<file path="config.mk">
export PLATFORM = sky130hd
export DESIGN_NAME = dccr_regs
export DESIGN_NICKNAME = d
export VERILOG_FILES = /design/src/verilog/dccr_pkg.sv /design/src/verilog/dccr_sample_adjust.sv /design/src/verilog/dccr_regs.sv
export SDC_FILE = /design/constraint.sdc
export NUM_CORES = 1
export LEC_CHECK = 0
export BUFFER_PORTS_ARGS = -buffer_cell sky130_fd_sc_hd__buf_2
export CORE_MARGIN = 2
export CORE_UTILIZATION = 58
export DETAILED_ROUTE_END_ITERATION = 16
export PLACE_DENSITY = 0.91
export SETUP_SLACK_MARGIN = 0.3
export SLEW_MARGIN = 20
export SYNTH_ARGS = -nofsm -noshare
export SYNTH_HDL_FRONTEND = slang
export SYNTH_HIERARCHICAL = 1
export SYNTH_SLANG_ARGS = --single-unit
export TNS_END_PERCENT = 5
</file>
<file path="constraint.sdc">
create_clock -name ref_clk -period 7.6 [get_ports ref_clk]
set_input_delay 0.38 -clock ref_clk [delete_from_list [all_inputs] [get_ports ref_clk]]
set_output_delay 0.38 -clock ref_clk [all_outputs]
set_load 0.05 [all_outputs]
</file>
<file path="src/verilog/dccr_pkg.sv">
// dccr_pkg: register map, field positions and reset values of the carrier correction slice
// assumes byte-wide registers on a plain strobe port with 8-bit address
package dccr_pkg;
	localparam logic [7:0] ADDR_HB_CONTROL = 8'h1e;
	localparam logic [7:0] ADDR_CHIP_IDENTITY = 8'h1f;
	localparam logic [7:0] ADDR_TUNING_BYTE0 = 8'h30;
	localparam logic [7:0] ADDR_TUNING_BYTE1 = 8'h31;
	localparam logic [7:0] ADDR_TUNING_BYTE2 = 8'h32;
	localparam logic [7:0] ADDR_TUNING_BYTE3 = 8'h33;
	localparam logic [7:0] ADDR_PHASE_LOW = 8'h34;
	localparam logic [7:0] ADDR_PHASE_HIGH = 8'h35;
	localparam logic [7:0] ADDR_UPDATE = 8'h36;
	localparam logic [7:0] ADDR_I_SKEW_LOW = 8'h38;
	localparam logic [7:0] ADDR_I_SKEW_HIGH = 8'h39;
	localparam logic [7:0] ADDR_Q_SKEW_LOW = 8'h3a;
	localparam logic [7:0] ADDR_Q_SKEW_HIGH = 8'h3b;
	localparam logic [7:0] ADDR_I_DC_LOW = 8'h3c;
	localparam logic [7:0] ADDR_I_DC_HIGH = 8'h3d;
	localparam logic [7:0] ADDR_Q_DC_LOW = 8'h3e;
	localparam logic [7:0] ADDR_Q_DC_HIGH = 8'h3f;
	localparam logic [7:0] ADDR_I_FULLSCALE_LOW = 8'h40;
	localparam logic [7:0] ADDR_I_CONTROL = 8'h41;
	localparam logic [7:0] ADDR_IRQ_STATUS = 8'h50;
	localparam logic [7:0] ADDR_IRQ_ENABLE = 8'h51;
	localparam logic [7:0] ADDR_IRQ_CLEAR = 8'h52;

	localparam int BIT_STAGE3_BYPASS = 0;
	localparam int BIT_APPLY_REQUEST = 0;
	localparam int BIT_APPLY_DONE = 1;
	localparam int BIT_FRAME_REQUEST = 4;
	localparam int BIT_FRAME_DONE = 5;
	localparam int BIT_I_SLEEP = 7;
	localparam int BIT_IRQ_APPLY = 0;
	localparam int BIT_IRQ_FRAME = 1;

	localparam logic [7:0] RESET_ZERO = 8'h00;
	localparam logic [7:0] RESET_I_FULLSCALE_LOW = 8'hf9;
	localparam logic [7:0] RESET_I_CONTROL = 8'h01;
	localparam logic [7:0] IDENTITY_DEFAULT = 8'h5a; // arbitrary value
	localparam logic [1:0] IRQ_NONE = 2'h0;
	localparam logic [7:0] SKEW_HIGH_MASK = 8'h03;
	localparam logic [7:0] CONTROL_MASK = 8'h83;
	localparam logic [7:0] UPDATE_WR_MASK = 8'h11;

	typedef enum logic [1:0] {DCCR_FRAME_IDLE, DCCR_FRAME_ARMED, DCCR_FRAME_DONE} dccr_frame_t;
endpackage

</file>
<file path="src/verilog/dccr_sample_adjust.sv">
// dccr_sample_adjust: adds a dc shift to one channel's sample, with saturation
// assumes samples and shift are two's complement on the same clock
`timescale 1ns/1ps
module dccr_sample_adjust #(
	parameter int WIDTH = 16
) (
	input wire logic ref_clk, // data clock
	input wire logic reset, // async, active high
	input wire logic clk_en, // freezes state when low
	input wire logic [WIDTH-1:0] sample_in, // raw sample
	input wire logic [WIDTH-1:0] dc_shift, // offset to add
	output logic [WIDTH-1:0] sample_out // registered sum
);
	logic [WIDTH:0] sum;
	logic [WIDTH-1:0] next_sample;

	// saturate rather than wrap: a wrap would flip full-scale polarity
	always_comb begin
		sum = {sample_in[WIDTH-1], sample_in} + {dc_shift[WIDTH-1], dc_shift};
		if (sum[WIDTH] != sum[WIDTH-1]) begin
			next_sample = {sum[WIDTH], {(WIDTH-1){~sum[WIDTH]}}};
		end else begin
			next_sample = sum[WIDTH-1:0];
		end
	end

	always_ff @(posedge ref_clk or posedge reset) begin
		if (reset) begin
			sample_out <= '0;
		end else if (clk_en) begin
			sample_out <= next_sample;
		end
	end
endmodule

</file>
<file path="src/verilog/dccr_regs.sv">
// dccr_regs: carrier correction register slice of a dual-channel converter datapath
// assumes byte strobe port on ref_clk; frame pin is asynchronous and is synchronised here
//
// Function
// - A set third-stage bypass bit routes data around the third half-band stage.
// - Address 0x1f reads a fixed eight-bit identification value and ignores writes.
// - The 32-bit tuning word sits in four bytes, low byte at 0x30, high byte at 0x33.
// - Writing the tuning bytes leaves the oscillator frequency unchanged.
// - A zero-to-one change of bit 0 at 0x36 loads the pending tuning word.
// - Once the word is loaded, bit 1 of 0x36 reads one.
// - With bit 4 of 0x36 set, the next extended frame pulse resets the oscillator.
// - After that frame reset, bit 5 of 0x36 reads one.
// - On oscillator reset the phase starts at the signed 16-bit offset of 0x34/0x35.
// - Ten-bit skew per channel from 0x38/0x39 and 0x3a/0x3b goes to the datapath.
// - A 16-bit dc shift per channel from 0x3c..0x3f is added to every sample.
// - Bit 7 of 0x41 puts the in-phase converter to sleep.
// - The in-phase full-scale code is 0x40 low byte with bits 1:0 of 0x41 above.
`timescale 1ns/1ps
module dccr_regs #(
	parameter int SAMPLE_WIDTH = 16,
	parameter int FRAME_EXT_CYCLES = 2,
	parameter logic [7:0] CHIP_IDENTITY = dccr_pkg::IDENTITY_DEFAULT // arbitrary value
) (
	input wire logic ref_clk, // data clock
	input wire logic reset, // async, active high
	input wire logic clk_en, // freezes all state when low
	input wire logic [7:0] reg_addr, // register address
	input wire logic [7:0] reg_wdata, // write data
	input wire logic reg_write, // write strobe
	input wire logic reg_read, // read strobe
	output logic [7:0] reg_rdata, // read data, cycle after strobe
	input wire logic frame_pin, // asynchronous frame pulse
	input wire logic [SAMPLE_WIDTH-1:0] inphase_sample, // in-phase sample
	input wire logic [SAMPLE_WIDTH-1:0] quadrature_sample, // quadrature sample
	output logic [SAMPLE_WIDTH-1:0] inphase_out, // shifted in-phase sample
	output logic [SAMPLE_WIDTH-1:0] quadrature_out, // shifted quadrature sample
	output logic third_halfband_bypass, // bypass third half-band stage
	output logic [31:0] carrier_tuning_word, // active tuning word
	output logic carrier_phase_load, // one-cycle oscillator reset pulse
	output logic [15:0] carrier_phase_start, // phase loaded at oscillator reset
	output logic [9:0] inphase_skew, // in-phase phase adjust
	output logic [9:0] quadrature_skew, // quadrature phase adjust
	output logic inphase_sleep, // in-phase converter sleep
	output logic [9:0] inphase_fullscale_code, // in-phase full-scale code
	output logic irq // level interrupt
);
	logic [7:0] hb_control;
	logic [7:0] tuning_pending [4];
	logic [7:0] phase_low;
	logic [7:0] phase_high;
	logic [7:0] i_skew_low;
	logic [7:0] i_skew_high;
	logic [7:0] q_skew_low;
	logic [7:0] q_skew_high;
	logic [7:0] i_dc_low;
	logic [7:0] i_dc_high;
	logic [7:0] q_dc_low;
	logic [7:0] q_dc_high;
	logic [7:0] i_fullscale_low;
	logic [7:0] i_control;
	logic tuning_apply_request;
	logic tuning_apply_done;
	logic frame_reset_request;
	logic frame_reset_done;
	logic [1:0] irq_status;
	logic [1:0] irq_enable;
	logic frame_meta;
	logic frame_sync;
	logic [7:0] frame_run;
	logic frame_armed_seen;
	dccr_pkg::dccr_frame_t frame_state;
	logic [7:0] next_rdata;
	logic apply_event;
	logic frame_event;
	logic wr_update;

	function automatic logic hit(input logic [7:0] addr, input logic [7:0] target);
		hit = reg_write && (addr == target);
	endfunction

	assign wr_update = hit(reg_addr, dccr_pkg::ADDR_UPDATE);
	// rising edge of the request bit, taken at the write itself
	assign apply_event = wr_update && reg_wdata[dccr_pkg::BIT_APPLY_REQUEST]
		&& !tuning_apply_request;

	// plain read/write storage
	always_ff @(posedge ref_clk or posedge reset) begin
		if (reset) begin
			hb_control <= dccr_pkg::RESET_ZERO;
			for (int i = 0; i < 4; i++) begin
				tuning_pending[i] <= dccr_pkg::RESET_ZERO;
			end
			phase_low <= dccr_pkg::RESET_ZERO;
			phase_high <= dccr_pkg::RESET_ZERO;
			i_skew_low <= dccr_pkg::RESET_ZERO;
			i_skew_high <= dccr_pkg::RESET_ZERO;
			q_skew_low <= dccr_pkg::RESET_ZERO;
			q_skew_high <= dccr_pkg::RESET_ZERO;
			i_dc_low <= dccr_pkg::RESET_ZERO;
			i_dc_high <= dccr_pkg::RESET_ZERO;
			q_dc_low <= dccr_pkg::RESET_ZERO;
			q_dc_high <= dccr_pkg::RESET_ZERO;
			i_fullscale_low <= dccr_pkg::RESET_I_FULLSCALE_LOW;
			i_control <= dccr_pkg::RESET_I_CONTROL;
		end else if (clk_en && reg_write) begin
			case (reg_addr)
				dccr_pkg::ADDR_HB_CONTROL: hb_control <= reg_wdata;
				// pending bytes only; the oscillator sees them on apply
				dccr_pkg::ADDR_TUNING_BYTE0: tuning_pending[0] <= reg_wdata;
				dccr_pkg::ADDR_TUNING_BYTE1: tuning_pending[1] <= reg_wdata;
				dccr_pkg::ADDR_TUNING_BYTE2: tuning_pending[2] <= reg_wdata;
				dccr_pkg::ADDR_TUNING_BYTE3: tuning_pending[3] <= reg_wdata;
				dccr_pkg::ADDR_PHASE_LOW: phase_low <= reg_wdata;
				dccr_pkg::ADDR_PHASE_HIGH: phase_high <= reg_wdata;
				dccr_pkg::ADDR_I_SKEW_LOW: i_skew_low <= reg_wdata;
				dccr_pkg::ADDR_I_SKEW_HIGH: i_skew_high <= reg_wdata & dccr_pkg::SKEW_HIGH_MASK;
				dccr_pkg::ADDR_Q_SKEW_LOW: q_skew_low <= reg_wdata;
				dccr_pkg::ADDR_Q_SKEW_HIGH: q_skew_high <= reg_wdata & dccr_pkg::SKEW_HIGH_MASK;
				dccr_pkg::ADDR_I_DC_LOW: i_dc_low <= reg_wdata;
				dccr_pkg::ADDR_I_DC_HIGH: i_dc_high <= reg_wdata;
				dccr_pkg::ADDR_Q_DC_LOW: q_dc_low <= reg_wdata;
				dccr_pkg::ADDR_Q_DC_HIGH: q_dc_high <= reg_wdata;
				dccr_pkg::ADDR_I_FULLSCALE_LOW: i_fullscale_low <= reg_wdata;
				dccr_pkg::ADDR_I_CONTROL: i_control <= reg_wdata & dccr_pkg::CONTROL_MASK;
				default: ;
			endcase
		end
	end

	// tuning word apply handshake
	always_ff @(posedge ref_clk or posedge reset) begin
		if (reset) begin
			tuning_apply_request <= 1'b0;
			tuning_apply_done <= 1'b0;
			carrier_tuning_word <= '0;
		end else if (clk_en) begin
			if (wr_update) begin
				tuning_apply_request <= reg_wdata[dccr_pkg::BIT_APPLY_REQUEST];
			end
			if (apply_event) begin
				carrier_tuning_word <= {tuning_pending[3], tuning_pending[2],
					tuning_pending[1], tuning_pending[0]};
				tuning_apply_done <= 1'b1;
			end else if (wr_update && !reg_wdata[dccr_pkg::BIT_APPLY_REQUEST]) begin
				tuning_apply_done <= 1'b0;
			end
		end
	end

	// frame pin is asynchronous: two flops before use
	always_ff @(posedge ref_clk or posedge reset) begin
		if (reset) begin
			frame_meta <= 1'b0;
			frame_sync <= 1'b0;
		end else if (clk_en) begin
			frame_meta <= frame_pin;
			frame_sync <= frame_meta;
		end
	end

	// an extended pulse is one held high for FRAME_EXT_CYCLES synchronised cycles
	always_ff @(posedge ref_clk or posedge reset) begin
		if (reset) begin
			frame_run <= 8'h00;
		end else if (clk_en) begin
			if (!frame_sync) begin
				frame_run <= 8'h00;
			end else if (frame_run != 8'hff) begin
				frame_run <= frame_run + 8'h01;
			end
		end
	end

	assign frame_event = frame_sync && (frame_run == 8'(FRAME_EXT_CYCLES - 1));

	// frame reset handshake; a pulse already high when armed is not counted
	always_ff @(posedge ref_clk or posedge reset) begin
		if (reset) begin
			frame_state <= dccr_pkg::DCCR_FRAME_IDLE;
			frame_reset_request <= 1'b0;
			frame_reset_done <= 1'b0;
			frame_armed_seen <= 1'b0;
			carrier_phase_load <= 1'b0;
			carrier_phase_start <= '0;
		end else if (clk_en) begin
			carrier_phase_load <= 1'b0;
			if (wr_update) begin
				frame_reset_request <= reg_wdata[dccr_pkg::BIT_FRAME_REQUEST];
			end
			case (frame_state)
				dccr_pkg::DCCR_FRAME_IDLE: begin
					frame_armed_seen <= 1'b0;
					if (wr_update && reg_wdata[dccr_pkg::BIT_FRAME_REQUEST]
						&& !frame_reset_request) begin
						frame_state <= dccr_pkg::DCCR_FRAME_ARMED;
						frame_reset_done <= 1'b0;
					end else if (wr_update && !reg_wdata[dccr_pkg::BIT_FRAME_REQUEST]) begin
						frame_reset_done <= 1'b0;
					end
				end
				dccr_pkg::DCCR_FRAME_ARMED: begin
					if (!frame_sync) begin
						frame_armed_seen <= 1'b1;
					end
					if (wr_update && !reg_wdata[dccr_pkg::BIT_FRAME_REQUEST]) begin
						frame_state <= dccr_pkg::DCCR_FRAME_IDLE;
					end else if (frame_event && frame_armed_seen) begin
						carrier_phase_load <= 1'b1;
						carrier_phase_start <= {phase_high, phase_low};
						frame_reset_done <= 1'b1;
						frame_state <= dccr_pkg::DCCR_FRAME_DONE;
					end
				end
				dccr_pkg::DCCR_FRAME_DONE: begin
					if (wr_update && !reg_wdata[dccr_pkg::BIT_FRAME_REQUEST]) begin
						frame_reset_done <= 1'b0;
						frame_state <= dccr_pkg::DCCR_FRAME_IDLE;
					end
				end
				default: frame_state <= dccr_pkg::DCCR_FRAME_IDLE;
			endcase
		end
	end

	// interrupt status: set wins over a same-cycle clear
	always_ff @(posedge ref_clk or posedge reset) begin
		if (reset) begin
			irq_status <= dccr_pkg::IRQ_NONE;
			irq_enable <= dccr_pkg::IRQ_NONE;
			irq <= 1'b0;
		end else if (clk_en) begin
			if (hit(reg_addr, dccr_pkg::ADDR_IRQ_ENABLE)) begin
				irq_enable <= reg_wdata[1:0];
			end
			irq_status <= (irq_status & ~(hit(reg_addr, dccr_pkg::ADDR_IRQ_CLEAR)
				? reg_wdata[1:0] : 2'h0)) | {carrier_phase_load, apply_event};
			irq <= |(irq_status & irq_enable);
		end
	end

	// steered outputs
	always_ff @(posedge ref_clk or posedge reset) begin
		if (reset) begin
			third_halfband_bypass <= 1'b0;
			inphase_skew <= '0;
			quadrature_skew <= '0;
			inphase_sleep <= 1'b0;
			inphase_fullscale_code <= {dccr_pkg::RESET_I_CONTROL[1:0],
				dccr_pkg::RESET_I_FULLSCALE_LOW};
		end else if (clk_en) begin
			third_halfband_bypass <= hb_control[dccr_pkg::BIT_STAGE3_BYPASS];
			inphase_skew <= {i_skew_high[1:0], i_skew_low};
			quadrature_skew <= {q_skew_high[1:0], q_skew_low};
			inphase_sleep <= i_control[dccr_pkg::BIT_I_SLEEP];
			inphase_fullscale_code <= {i_control[1:0], i_fullscale_low};
		end
	end

	always_comb begin
		next_rdata = 8'h00;
		case (reg_addr)
			dccr_pkg::ADDR_HB_CONTROL: next_rdata = hb_control;
			dccr_pkg::ADDR_CHIP_IDENTITY: next_rdata = CHIP_IDENTITY;
			dccr_pkg::ADDR_TUNING_BYTE0: next_rdata = tuning_pending[0];
			dccr_pkg::ADDR_TUNING_BYTE1: next_rdata = tuning_pending[1];
			dccr_pkg::ADDR_TUNING_BYTE2: next_rdata = tuning_pending[2];
			dccr_pkg::ADDR_TUNING_BYTE3: next_rdata = tuning_pending[3];
			dccr_pkg::ADDR_PHASE_LOW: next_rdata = phase_low;
			dccr_pkg::ADDR_PHASE_HIGH: next_rdata = phase_high;
			dccr_pkg::ADDR_UPDATE: begin
				next_rdata[dccr_pkg::BIT_APPLY_REQUEST] = tuning_apply_request;
				next_rdata[dccr_pkg::BIT_APPLY_DONE] = tuning_apply_done;
				next_rdata[dccr_pkg::BIT_FRAME_REQUEST] = frame_reset_request;
				next_rdata[dccr_pkg::BIT_FRAME_DONE] = frame_reset_done;
			end
			dccr_pkg::ADDR_I_SKEW_LOW: next_rdata = i_skew_low;
			dccr_pkg::ADDR_I_SKEW_HIGH: next_rdata = i_skew_high;
			dccr_pkg::ADDR_Q_SKEW_LOW: next_rdata = q_skew_low;
			dccr_pkg::ADDR_Q_SKEW_HIGH: next_rdata = q_skew_high;
			dccr_pkg::ADDR_I_DC_LOW: next_rdata = i_dc_low;
			dccr_pkg::ADDR_I_DC_HIGH: next_rdata = i_dc_high;
			dccr_pkg::ADDR_Q_DC_LOW: next_rdata = q_dc_low;
			dccr_pkg::ADDR_Q_DC_HIGH: next_rdata = q_dc_high;
			dccr_pkg::ADDR_I_FULLSCALE_LOW: next_rdata = i_fullscale_low;
			dccr_pkg::ADDR_I_CONTROL: next_rdata = i_control;
			dccr_pkg::ADDR_IRQ_STATUS: next_rdata = {6'h00, irq_status};
			dccr_pkg::ADDR_IRQ_ENABLE: next_rdata = {6'h00, irq_enable};
			default: next_rdata = 8'h00;
		endcase
	end

	// read data stands one cycle only, zero otherwise
	always_ff @(posedge ref_clk or posedge reset) begin
		if (reset) begin
			reg_rdata <= 8'h00;
		end else if (clk_en) begin
			reg_rdata <= reg_read ? next_rdata : 8'h00;
		end
	end

	dccr_sample_adjust #(.WIDTH(SAMPLE_WIDTH)) u_inphase_adjust (
		.ref_clk(ref_clk),
		.reset(reset),
		.clk_en(clk_en),
		.sample_in(inphase_sample),
		.dc_shift({i_dc_high, i_dc_low}),
		.sample_out(inphase_out)
	);

	dccr_sample_adjust #(.WIDTH(SAMPLE_WIDTH)) u_quadrature_adjust (
		.ref_clk(ref_clk),
		.reset(reset),
		.clk_en(clk_en),
		.sample_in(quadrature_sample),
		.dc_shift({q_dc_high, q_dc_low}),
		.sample_out(quadrature_out)
	);
endmodule

</file>
==> reports/metrics.yaml <==
routing:
  drt_iter0_markers: 875
  met3WireLength_mm: 3.32
  wl_met1_mm: 15.4
  drc: 0
  detail-route-antenna-nets: 0
  highest_layer: "met4"
  avgRoutedWirePerCell_um: 23.5
  finalWirelength_mm: 38.7
  met2WireLength_mm: 18.2
  first_pass_iters: 5
  vias: 10497
  vias_per_cell: 6.38
timing:
  drv_slew: 0
  finalHoldViolations: 0
  fmax_ghz: 0.348
  finalCritPeriodShare: 0.379
  finalSetupTns_ns: 0
  finalClockSkew_ns: 0.0171
  grt_setup_unrepaired: "no"
  finalSetupViolCount: 0
  worst_slew_pin_slew_ns: 1.01
  min_period_ns: 2.88
  slew_headroom: 0.325
floorplanning:
  fp.coreArea_mm2: 0.0228
  die_x_um: 157
  die_h_um: 157
  die-area_mm2: 0.0246
  num_rows: 55
  ioPinCount: 176
  initial_core_util: 0.596
synthesis:
  synthesis.area_mm2: 0.0136
  ys_warn_count: 6
  yosys.area.top_type: "dfrtp_1"
  synth_ff_type: "dfrtp_1"
  synth_edf_count: 0
  ys_ff_latch: 262
  yosysSeqAreaShare: 0.484
  yosysUniqueCellTypes: 88
  async_flop_share: 1.00
  synth_cells: 1162
  yosysMostFrequentCell: "dfrtp_1"
  synth_top_area_share: 0.457
  synth_fp_nets: 1256
  postSynthAreaPerCell_um2: 11.7
  synth_area_leaders: "dfrtp_1 (46%), mux2_2 (18%), ha_1 (3.5%)"
  synthTopCellsByCount: "dfrtp_1 (248), mux2_2 (216), nand2_1 (64)"
worst_setup_path:
  critical_path.startpoint: "i_dc_low[0]"
  rr_startpoint: "i_dc_low[0]"
  worstSetupPathType: "reg2reg"
  arrival_ns: 3.34
  critPathLaunchType: "flop"
  worstPathRequired_ns: 8.06
  reg2reg_setup_slack_ns: 4.72
  endpoint_kind: "flop"
  cp_max_fo: 13
global_route:
  grt-ovfl-total: 0
  antenna_found_initial: 0
  grt_usage: 0.318
  first_global_vias: 10489
  grt_max_degree: 150
  grt_pass1_wl_mm: 59.7
power_and_ir_drop:
  p_sw_mw: 0.940
  p_per_area_mw_per_mm2: 224
  clkPwrFrac: 0.432
  p_sw_frac: 0.269
  pwr-share-comb: 0.135
  ir_worst_vdd_mv: 0.171
  internal_power_mw: 2.56
  power.static_leakage_nw: 7.71
  p_total_mw: 3.50
  seqPwrFrac: 0.433
finish:
  nFillCells: 1590
  n_antenna_cell: 0
  areaGrowthSynthToFinish_pct: 14.9
  final_core_util: 0.685
  drive_gt1_frac: 0.375
  nets: 1405
  multi_input_area_mm2: 0.00647
  regArea_mm2: 0.00657
flow_run:
  cap_violations: 0
place:
  hpwl_mm: 27.6
  routabilityCongestion: 1.02
  port_buffers: 175
clocking:
  clockBufferDepth: 3
  clk_pin_slew_worst_paths_ns: 0.06
  ctsRootBufferMaster: "clkbuf_16"
  hold_buffers: 1
  h-tree-depth: 1
  cts_tree: "yes"
  clkLatencyLatePin_ns: 0.55
  post_cts_buffers: 0
  cts_resized: 0
  cts.sink_count: 262
  cts_made_buffers: 28
hold_path:
  min_path_type: "in2reg"
  min_from: "frame_pin"
run_status:
  status: "finished clean"
-- path summary, 6_finish.rpt --
path	depth (start not counted)	endpoint
min in group asynchronous	3	u_quadrature_adjust/sample_out[2]
hold reg to reg	2	u_quadrature_adjust/sample_out[11]
setup reg to reg	10	u_inphase_adjust/sample_out[11]
setup / recovery	10	u_inphase_adjust/sample_out[11]
max in group asynchronous	4	irq
hold / removal	2	frame_meta
-- power by group through the flow --
stage | Combinational (mW) | Sequential [mW] | Clock [mW]
floorplan | 0.255 | 1.61 | 0
global placement | 0.448 | 1.53 | 0
detailed placement | 0.464 | 1.54 | 0
CTS | 0.469 | 1.51 | 1.53
global route | 0.511 | 1.52 | 1.58
finish | 0.473 | 1.51 | 1.51
-- cells by family (layout without fill, tap and decap cells) --
| logic type | Yosys count | after routing | synth area share |
|---|---|---|---|
| flip-flops | 262 | 262 | 0.484 |
| buffers and inverters | 113 | 283 | 0.0384 |
| AND/OR/NAND/NOR | 250 | 250 | 0.0988 |
| AO/OA/AOI/OAI | 234 | 234 | 0.127 |
| XOR/XNOR | 33 | 33 | 0.0224 |
| multiplexers | 230 | 230 | 0.191 |
| adder cells (fa/ha/maj) | 40 | 40 | 0.0380 |
-- cells in the final DEF (no fill, tap or decap), drive strengths merged, types with 8 or more instances in the layout --
cell type | synthesis | final
buf | 32 | 179
nand3 | 43 | 43
mux2 | 216 | 216
mux2i | 12 | 12
nor2 | 46 | 46
nand2b | 13 | 13
xnor2 | 16 | 16
nor3 | 14 | 14
xor2 | 17 | 17
a31oi | 14 | 14
inv | 52 | 53
and3 | 10 | 10
and2 | 8 | 8
o221ai | 13 | 13
dfrtp | 248 | 248
a22oi | 9 | 9
a21oi | 61 | 61
nand2 | 65 | 65
clkbuf | 29 | 41
ha | 38 | 38
o22ai | 20 | 20
o21ai | 33 | 33
dfstp | 14 | 14
a21o | 8 | 8
o211ai | 12 | 12
nand4 | 13 | 13
nor2b | 9 | 9
-- critical path: stages, from the launching register on --
cell      delay (ns)
dfrtp_1         0.49
ha_1            0.25
inv_1           0.06
fa_1            0.40
nand2b_1        0.19
a21oi_1         0.18
o21ai_0         0.21
o31ai_1         0.30
and2_4          0.29
nand3_1         0.24
nand3_1         0.19
-- metal layers --
metal,track usage,vias up
li1,-,4595
met5,0,-
met4,0.135,0
met1,0.421,5237
met3,0.0642,120
met2,0.512,545
-- cell type report --
cell class              count  share of cell area
well taps                 313              0.0251
flip-flops and latches    262               0.422
multi-input cells         787               0.415
repair buffers            180              0.0591
clock inverters            10              0.0135
inverters                  52              0.0130
clock buffers              41              0.0526
-- state kept, by name, indices dropped and copies added, names as in the netlist, 10 cells and up --
| register | count |
|---|---|
| carrier_tuning_word | 32 |
| tuning_pending | 32 |
| carrier_phase_start | 16 |
| u_inphase_adjust/sample_out | 16 |
| u_quadrature_adjust/sample_out | 16 |
| inphase_fullscale_code | 10 |
| inphase_skew | 10 |
| quadrature_skew | 10 |
-- stage by stage --
| stage | setup WS, ns | hold WS [ns] | cell area (um^2) | std cells |
|---|---|---|---|---|
| after detailed placement | 4.77 | 0.479 | 14600 | 1593 |
| final | 4.72 | 0.0913 | 15600 | 1645 |
| after CTS | 4.76 | 0.0700 | 15600 | 1645 |
| after global routing | 4.47 | 0.0737 | 15600 | 1645 |
| after floorplan | 0.939 | 0.294 | 13600 | 1162 |
| after global placement | 4.80 | 0.465 | 14600 | 1593 |
(Power assumes the default switching activity.)
